## src/design/pci_arb_defs.svh

```systemverilog
// constants of the internal pci bus arbiter
`ifndef PCI_ARB_DEFS_SVH
`define PCI_ARB_DEFS_SVH

// ==========================================================
// register map
`define ARB_REG_OFFSET 8'h48
`define ARB_REG_RESET 32'h0000801f
`define ARB_REG_WMASK 32'h001ffe1f

// ==========================================================
// field positions
`define ARB_EN_LSB 0
`define ARB_EN_MSB 3
`define ARB_EXT_BIT 9
`define ARB_BM_EN_BIT 10
`define ARB_REFRESH_BIT 11
`define ARB_FAIR_LSB 12
`define ARB_FAIR_MSB 19
`define ARB_TOGGLE_BIT 20

// ==========================================================
// timing and sizes
`define ARB_NUM_REQ 4
`define ARB_BM_CYCLES 5'h10
`define ARB_BM_ONE 5'h01
`define ARB_TOGGLE_DELAY 2'h2
`define ARB_TOGGLE_ONE 2'h1
`define ARB_FAIR_ZERO 8'h00
`define ARB_FAIR_ONE 8'h01

`endif

```

## src/design/pci_arb_pkg.sv

```systemverilog
// types shared by the pci bus arbiter modules
package pci_arb_pkg;

	// ==========================================================
	// arbiter states, gray along idle -> wait -> transfer
	typedef enum logic [1:0]
	{
		ST_IDLE = 2'b00,
		ST_WAIT = 2'b01,
		ST_XFER = 2'b11
	} arb_state_t;

	typedef logic [1:0] req_idx_t;

endpackage : pci_arb_pkg

```

## src/design/arb_pick_if.sv

```systemverilog
// interface between the arbiter core and its rotating picker
`timescale 1ns/100ps
`default_nettype none

interface arb_pick_if;
	logic [3:0] eligible;
	pci_arb_pkg::req_idx_t last;
	logic valid;
	pci_arb_pkg::req_idx_t winner;

	modport picker
	(
		input eligible,
		input last,
		output valid,
		output winner
	);

	modport user
	(
		output eligible,
		output last,
		input valid,
		input winner
	);
endinterface : arb_pick_if

`default_nettype wire

```

## src/design/pci_internal_bus_arbiter.sv

```systemverilog
// internal pci bus arbiter with its configuration register
`timescale 1ns/100ps
`default_nettype none
`include "pci_arb_defs.svh"

module pci_internal_bus_arbiter
(
	input wire logic sys_clk,
	input wire logic reset,
	input wire logic [7:0] cfg_addr,
	input wire logic cfg_wr,
	input wire logic cfg_rd,
	input wire logic [3:0] cfg_be,
	input wire logic [31:0] cfg_wdata,
	output logic [31:0] cfg_rdata,
	output logic cfg_rvalid,
	input wire logic bridge_req,
	output logic bridge_gnt,
	input wire logic [2:0] pci_req_l,
	output logic [2:0] pci_gnt_l,
	input wire logic pci_frame_l,
	input wire logic pci_irdy_l,
	output logic ext_arb_req_l,
	input wire logic ext_arb_gnt_l,
	output logic [3:0] broken_mask
);

	// ==========================================================
	// pin synchronisers, all idle high
	logic [5:0] pin_meta_r;
	logic [5:0] pin_sync_r;
	logic frame_d_r;

	always_ff @(posedge sys_clk or posedge reset)
	begin
		if (reset)
		begin
			pin_meta_r <= 6'h3f;
			pin_sync_r <= 6'h3f;
			frame_d_r <= 1'b1;
		end
		else
		begin
			pin_meta_r <= {ext_arb_gnt_l, pci_irdy_l, pci_frame_l, pci_req_l};
			pin_sync_r <= pin_meta_r;
			frame_d_r <= pin_sync_r[3];
		end
	end

	wire [3:0] req_all = {~pin_sync_r[2:0], bridge_req};
	wire frame_s = pin_sync_r[3];
	wire bus_idle = pin_sync_r[3] & pin_sync_r[4];
	wire ext_gnt_s = ~pin_sync_r[5];
	wire frame_fall = frame_d_r & ~frame_s;

	// ==========================================================
	// configuration register at 48h
	logic [31:0] arb_reg_r;
	wire [31:0] be_mask = {{8{cfg_be[3]}}, {8{cfg_be[2]}}, {8{cfg_be[1]}}, {8{cfg_be[0]}}};
	wire reg_hit = cfg_addr == `ARB_REG_OFFSET;
	wire [31:0] wr_mask = be_mask & `ARB_REG_WMASK;
	wire [31:0] arb_reg_nxt = (arb_reg_r & ~wr_mask) | (cfg_wdata & wr_mask);

	always_ff @(posedge sys_clk or posedge reset)
	begin
		if (reset)
		begin
			arb_reg_r <= `ARB_REG_RESET;
			cfg_rdata <= 32'h00000000;
			cfg_rvalid <= 1'b0;
		end
		else
		begin
			if (cfg_wr && reg_hit)
				arb_reg_r <= arb_reg_nxt;
			cfg_rvalid <= cfg_rd;
			if (cfg_rd)
				cfg_rdata <= reg_hit ? arb_reg_r : 32'h00000000;
		end
	end

	wire [3:0] enables = arb_reg_r[`ARB_EN_MSB:`ARB_EN_LSB];
	wire ext_mode = arb_reg_r[`ARB_EXT_BIT];
	wire bm_en = arb_reg_r[`ARB_BM_EN_BIT];
	wire refresh_en = arb_reg_r[`ARB_REFRESH_BIT];
	wire [7:0] fair_init = arb_reg_r[`ARB_FAIR_MSB:`ARB_FAIR_LSB];
	wire toggle_en = arb_reg_r[`ARB_TOGGLE_BIT];

	// ==========================================================
	// arbitration state
	pci_arb_pkg::arb_state_t state_r;
	pci_arb_pkg::arb_state_t state_nxt;
	pci_arb_pkg::req_idx_t owner_r;
	logic [3:0] broken_r;
	logic [3:0] served_r;
	logic [4:0] bm_cnt_r;
	logic [7:0] fair_cnt_r;
	logic armed_r;
	logic [1:0] tog_cnt_r;

	arb_pick_if pick_bus();

	arb_rr_pick u_pick
	(
		.pk(pick_bus.picker)
	);

	// broken masters stay out of the pool until refreshed or reset
	assign pick_bus.eligible = req_all & enables & ~broken_r & {4{~ext_mode}};
	assign pick_bus.last = owner_r;

	wire [3:0] owner_hot = 4'h1 << owner_r;
	wire owner_req = |(req_all & owner_hot);
	wire owner_en = |(enables & owner_hot);
	wire other_req = |(pick_bus.eligible & ~owner_hot);
	wire granted = state_r != pci_arb_pkg::ST_IDLE;
	wire new_grant = (state_r == pci_arb_pkg::ST_IDLE) && pick_bus.valid;

	// ==========================================================
	// broken master watchdog
	wire bm_count = bm_en && (state_r == pci_arb_pkg::ST_WAIT) && bus_idle && frame_s;
	wire bm_timeout = bm_count && (bm_cnt_r == (`ARB_BM_CYCLES - `ARB_BM_ONE));

	// ==========================================================
	// fairness counter: a zero field never preempts
	wire fair_dec = armed_r && other_req && (fair_cnt_r != `ARB_FAIR_ZERO);
	wire fair_zero = fair_init == `ARB_FAIR_ZERO;
	wire preempt = !fair_zero && armed_r && other_req && (fair_cnt_r == `ARB_FAIR_ZERO);

	wire release_gnt = !owner_req || !owner_en || ext_mode || bm_timeout || preempt;

	// ==========================================================
	// grant toggling after frame assertion
	wire tog_hit = toggle_en && (tog_cnt_r == (`ARB_TOGGLE_DELAY - `ARB_TOGGLE_ONE));

	always_comb
	begin
		state_nxt = state_r;
		case (state_r)
			pci_arb_pkg::ST_IDLE:
				if (pick_bus.valid)
					state_nxt = pci_arb_pkg::ST_WAIT;
			pci_arb_pkg::ST_WAIT:
				if (release_gnt)
					state_nxt = pci_arb_pkg::ST_IDLE;
				else if (frame_fall)
					state_nxt = pci_arb_pkg::ST_XFER;
			pci_arb_pkg::ST_XFER:
				if (release_gnt)
					state_nxt = pci_arb_pkg::ST_IDLE;
			default:
				state_nxt = pci_arb_pkg::ST_IDLE;
		endcase
	end

	pci_arb_pkg::req_idx_t owner_nxt;
	assign owner_nxt = new_grant ? pick_bus.winner : owner_r;
	wire [3:0] grant_nxt = (state_nxt != pci_arb_pkg::ST_IDLE && !tog_hit) ?
		(4'h1 << owner_nxt) : 4'h0;

	// refresh once all other enabled masters have had a turn
	wire refresh_now = refresh_en && (|broken_r) && (&(served_r | broken_r | ~enables));
	wire [3:0] broken_set = bm_timeout ? owner_hot : 4'h0;
	wire [3:0] broken_nxt = (refresh_now ? 4'h0 : broken_r) | broken_set;
	wire [3:0] served_base = (refresh_now || bm_timeout) ? 4'h0 : served_r;
	wire [3:0] served_nxt = served_base | (new_grant ? (4'h1 << pick_bus.winner) : 4'h0);

	always_ff @(posedge sys_clk or posedge reset)
	begin
		if (reset)
		begin
			state_r <= pci_arb_pkg::ST_IDLE;
			owner_r <= 2'h0;
			broken_r <= 4'h0;
			served_r <= 4'h0;
		end
		else
		begin
			state_r <= state_nxt;
			owner_r <= owner_nxt;
			broken_r <= broken_nxt;
			served_r <= served_nxt;
		end
	end

	always_ff @(posedge sys_clk or posedge reset)
	begin
		if (reset)
		begin
			bm_cnt_r <= 5'h00;
			fair_cnt_r <= 8'h00;
			armed_r <= 1'b0;
			tog_cnt_r <= 2'h0;
		end
		else
		begin
			if (new_grant)
				bm_cnt_r <= 5'h00;
			else if (bm_count)
				bm_cnt_r <= bm_cnt_r + `ARB_BM_ONE;
			if (new_grant)
				fair_cnt_r <= fair_init;
			else if (fair_dec)
				fair_cnt_r <= fair_cnt_r - `ARB_FAIR_ONE;
			if (new_grant || !granted)
				armed_r <= 1'b0;
			else if (frame_fall)
				armed_r <= 1'b1;
			if (!granted || new_grant)
				tog_cnt_r <= 2'h0;
			else if (frame_fall)
				tog_cnt_r <= `ARB_TOGGLE_ONE;
			else if (tog_cnt_r != 2'h0 && tog_cnt_r != `ARB_TOGGLE_DELAY)
				tog_cnt_r <= tog_cnt_r + `ARB_TOGGLE_ONE;
		end
	end

	// ==========================================================
	// pin outputs; external mode forwards the bridge request outward
	always_ff @(posedge sys_clk or posedge reset)
	begin
		if (reset)
		begin
			pci_gnt_l <= 3'h7;
			bridge_gnt <= 1'b0;
			ext_arb_req_l <= 1'b1;
		end
		else
		begin
			pci_gnt_l <= ~grant_nxt[3:1];
			bridge_gnt <= ext_mode ? ext_gnt_s : grant_nxt[0];
			ext_arb_req_l <= ~(ext_mode && bridge_req);
		end
	end

	assign broken_mask = broken_r;

endmodule : pci_internal_bus_arbiter

`default_nettype wire

```

## src/design/arb_rr_pick.sv

```systemverilog
// rotating priority picker: first eligible requester after the last one served
`timescale 1ns/100ps
`default_nettype none

module arb_rr_pick
(
	arb_pick_if.picker pk
);

	// ==========================================================
	// rotate the request mask so the slot after the last winner comes first
	wire [7:0] dbl_mask = {pk.eligible, pk.eligible};
	wire [2:0] base = {1'b0, pk.last} + 3'h1;
	wire [3:0] rot = dbl_mask[base +: 4];
	logic [1:0] pos;

	always_comb
	begin
		casez (rot)
			4'b???1: pos = 2'h0;
			4'b??10: pos = 2'h1;
			4'b?100: pos = 2'h2;
			4'b1000: pos = 2'h3;
			default: pos = 2'h0;
		endcase
	end

	wire [2:0] win_sum = base + {1'b0, pos};

	assign pk.valid = |pk.eligible;
	assign pk.winner = win_sum[1:0];

endmodule : arb_rr_pick

`default_nettype wire

```

## config.mk

```make
export PLATFORM = sky130hd
export DESIGN_NAME = pci_internal_bus_arbiter
export DESIGN_NICKNAME = d
export VERILOG_FILES = /design/src/design/pci_arb_pkg.sv /design/src/design/arb_pick_if.sv /design/src/design/pci_internal_bus_arbiter.sv /design/src/design/arb_rr_pick.sv
export VERILOG_INCLUDE_DIRS = /design/src /design/src/design
export SDC_FILE = /design/constraint.sdc
export NUM_CORES = 1
export LEC_CHECK = 0
export ABC_AREA = 1
export BUFFER_PORTS_ARGS = -buffer_cell sky130_fd_sc_hd__buf_4
export CAP_MARGIN = 10
export CORE_MARGIN = 1.5
export CORE_UTILIZATION = 34
export CTS_CLUSTER_DIAMETER = 30
export DETAILED_ROUTE_END_ITERATION = 8
export GPL_TIMING_DRIVEN = 0
export PLACE_DENSITY = 0.54
export SYNTH_ARGS = -nofsm -noshare
export SYNTH_HDL_FRONTEND = slang
export SYNTH_SLANG_ARGS = --single-unit
```

## constraint.sdc

```tcl
create_clock -name sys_clk -period 2.7 [get_ports sys_clk]
set_clock_uncertainty 0.15 [all_clocks]
set_input_delay 0.135 -clock sys_clk [delete_from_list [all_inputs] [get_ports sys_clk]]
set_output_delay 0.135 -clock sys_clk [all_outputs]
set_load 0.02 [all_outputs]
```

==> flow_summary.json <==
{
  "max_freq_mhz": 419,
  "cp-start-kind": "register",
  "path_depth": 15,
  "seq_area_frac_synth_pct": 49.8,
  "antenna_found_initial": 0,
  "fin_nets": 622,
  "syn_to_final_growth_pct": 31.9,
  "place_congestion": 0.865,
  "dp.cells": 665,
  "drive_above_1_share_pct": 32.5,
  "finalHoldViolCount": 0,
  "wirelength_mm": 9.02,
  "cpPeakStageDelay_ns": 0.56,
  "synth_warnings": 0,
  "start_util_pct": 34.6,
  "cpMostUsedCell": "nand2_1",
  "ir_drop_v": 0.000307,
  "fin_setup_tns_ns": 0,
  "period_needed_ns": 2.39,
  "dieWidth_um": 113,
  "grt_overflow_total": 0,
  "cts_buffers": 9,
  "grt_usage_pct": 15.2,
  "hold_class": "input port to register",
  "rsz0062_at_grt": "no",
  "io_pins": 97,
  "path_buf_inv": 1,
  "cp_slowest_cell": "dfstp_2",
  "status": "finished clean",
  "r2r_slack_ns": 0.31,
  "critPathTopFamily": "simple AND/OR/NAND/NOR gates",
  "min_delay_path_depth": 3,
  "avgViaCountPerCell": 4.57,
  "core-area_um2": 11900,
  "arrival_ns": 2.46,
  "synth_top_family_by_area": "simple AND/OR/NAND/NOR gates",
  "path_cells": "inv_1 -> nor2_2 -> nand3_1 -> nand2_1 -> nand2_1 -> nand2_2 -> a31oi_1 -> nor2_1 -> ha_1 -> xnor2_1 -> nand3_2 -> nand2_4 -> nand2_4 -> nand3_1 -> nand2_1",
  "ant_nets": 0,
  "synth-compound-area-share_pct": 7.34,
  "vias": 3230,
  "finalSetupViolCount": 0,
  "slew-limit-headroom_pct": 64.9,
  "drc": 0,
  "clockRootBuffer": "clkbuf_16",
  "grt_pass1_vias": 3202,
  "hpwl_mm": 6.72,
  "grt_pass1_wl_mm": 15.2,
  "first_pass_iters": 4,
  "grtUsageMet2_pct": 25.3,
  "synthSimpleGateAreaFrac_pct": 22.7,
  "synth_fa_ha_area_share_pct": 3.64,
  "ff2ff_path_depth": 15,
  "clk_latency_ns": 0.34,
  "wl_per_cell_um": 12.8,
  "antenna_cells": 0,
  "whs_ns": 0.0819,
  "htree_levels": 3,
  "cp_data_required_time_ns": 2.78,
  "synthCells": 438,
  "cp-end-kind": "register",
  "grt_start_max_net_pins": 57,
  "grt_use_met3_pct": 5.20,
  "numPortBuffers": 65,
  "final_max_slew_viol_count": 0,
  "clockBufferDepth": 2,
  "clk_pin_slew_ns": 0.06,
  "finalCritPeriodShare_pct": 88.4,
  "synth.distinct_cells": 40,
  "syn_area_per_cell_um2": 9.42,
  "power_leakage_nw": 2.62,
  "tritoncts": "yes",
  "cts_num_sinks": 81,
  "num_rows": 40,
  "dieArea_um2": 12800,
  "power_density_nw_per_um2": 658,
  "tightest_slew_ns": 0.526,
  "synth-seq-cells": 81,
  "synth_xor_area_share_pct": 1.49,
  "ctsResizeCount": 0,
  "drt_iter0_drc": 100,
  "gr-usage-met1_pct": 18.5,
  "maxCapViolCount": 0,
  "die-height_um": 113,
  "synth_area_um2": 4130,
  "synthMuxAreaShare_pct": 4.64,
  "worstSetupPathType": "register to register",
  "hold_start": "cfg_be[1]",
  "fin_cells": 707,
  "busiest_layer": "met2",
  "r2r-end": "bridge_gnt",
  "crit_fanout": 4
}
[metal layers]
| metal | part of all wire [%] | wire [um] |
|---|---|---|
| met1 | 45 | 4090 |
| met2 | 49 | 4380 |
| met3 | 4.5 | 406 |
| met4 | 1.5 | 139 |
| met5 | 0 | 0 |
[stage by stage]
stage	utilization, %	power (mW)	cell area [um2]	setup WS (ns)
after floorplan	-	2.12	4180	0.373
after global placement	40.7	2.31	4850	-0.735
after detailed placement	41.0	2.34	4880	0.322
after CTS	45.7	3.63	5440	0.310
after global routing	45.7	3.81	5440	0.0672
final	45.7	3.58	5440	0.314
[cell usage in the layout (no fill, tap or decap), drive strengths merged, types with 3 or more instances in the layout]
master,synthesis,layout
dfrtp,58,58
inv,65,65
o22ai,6,6
nand3,53,53
dfstp,23,23
clkbuf,4,17
o21ai,34,34
nor2,37,37
mux2,17,17
ha,12,12
xnor2,3,3
dlygate4sd3,0,26
nand2,79,79
conb,1,15
buf,20,86
a21oi,7,7
xor2,4,4
nand4,3,3
[power breakdown]
group	leakage [nW]	total, mW	switching (mW)	internal, mW
registers	1.01	1.44	0.110	1.33
logic	1.47	0.906	0.538	0.368
clock network	0.150	1.23	0.465	0.764
total	2.62	3.58	1.11	2.47
[final cells by class]
type / count / area (um2)
sequential: 81 / 2060
multi-input combinational: 282 / 1700
fill: 1178 / 6470
inverter: 65 / 254
clock buffer: 13 / 260
clock inverter: 3 / 40.0
timing repair buffer: 92 / 776
buffer: 24 / 174
tap: 147 / 184
[how the worst max path moves through the flow]
stage                                 to      from  slack, ns
after detailed placement      bridge_gnt  register       0.32
final                         bridge_gnt  register       0.31
after floorplan                async pin     reset       0.37
after global placement    broken_mask[3]     reset      -0.73
after global routing          bridge_gnt  register       0.07
after CTS                     bridge_gnt  register       0.31
[tightest hold or removal path: cells and delay by family]
kind	cells	cell delay, ns
buffers and inverters	1	0.12
muxes	1	0.16
and+or+nand+nor	1	0.13
[cells in the mapped netlist, drive strengths merged]
cell type / count / area [um2]
o22ai: 6 / 43.8
clkbuf: 4 / 15.0
xor2: 4 / 35.0
nor3: 2 / 10.0
dfrtp: 58 / 1450
and2: 1 / 8.76
xnor2: 3 / 26.3
a21oi: 7 / 38.8
mux2: 17 / 191
a2111oi: 1 / 8.76
buf: 20 / 159
conb: 1 / 3.75
a31oi: 2 / 12.5
o221ai: 2 / 17.5
nand4: 3 / 18.8
nor2: 37 / 201
dfstp: 23 / 604
o21ai: 34 / 174
o31ai: 1 / 7.51
nand2: 79 / 359
nor3b: 1 / 7.51
nand3: 53 / 318
inv: 65 / 251
nor4: 2 / 12.5
ha: 12 / 150
[cell families after synthesis]
logic type / count (synthesis)
and+or+nand+nor: 178
buffers and inverters: 89
DFF: 81
AOI/OAI and AO/OA: 53
muxes: 17
adders and majority gates: 12
xor gates and xnor gates: 7
other: 1
[timing repair]
action                     4_1_cts  5_1_grt
setup buffers                    0        0
hold buffers                    26        0
setup endpoints to repair        0        0
hold endpoints to repair        50        0
Power figures use the tool's default switching activity.
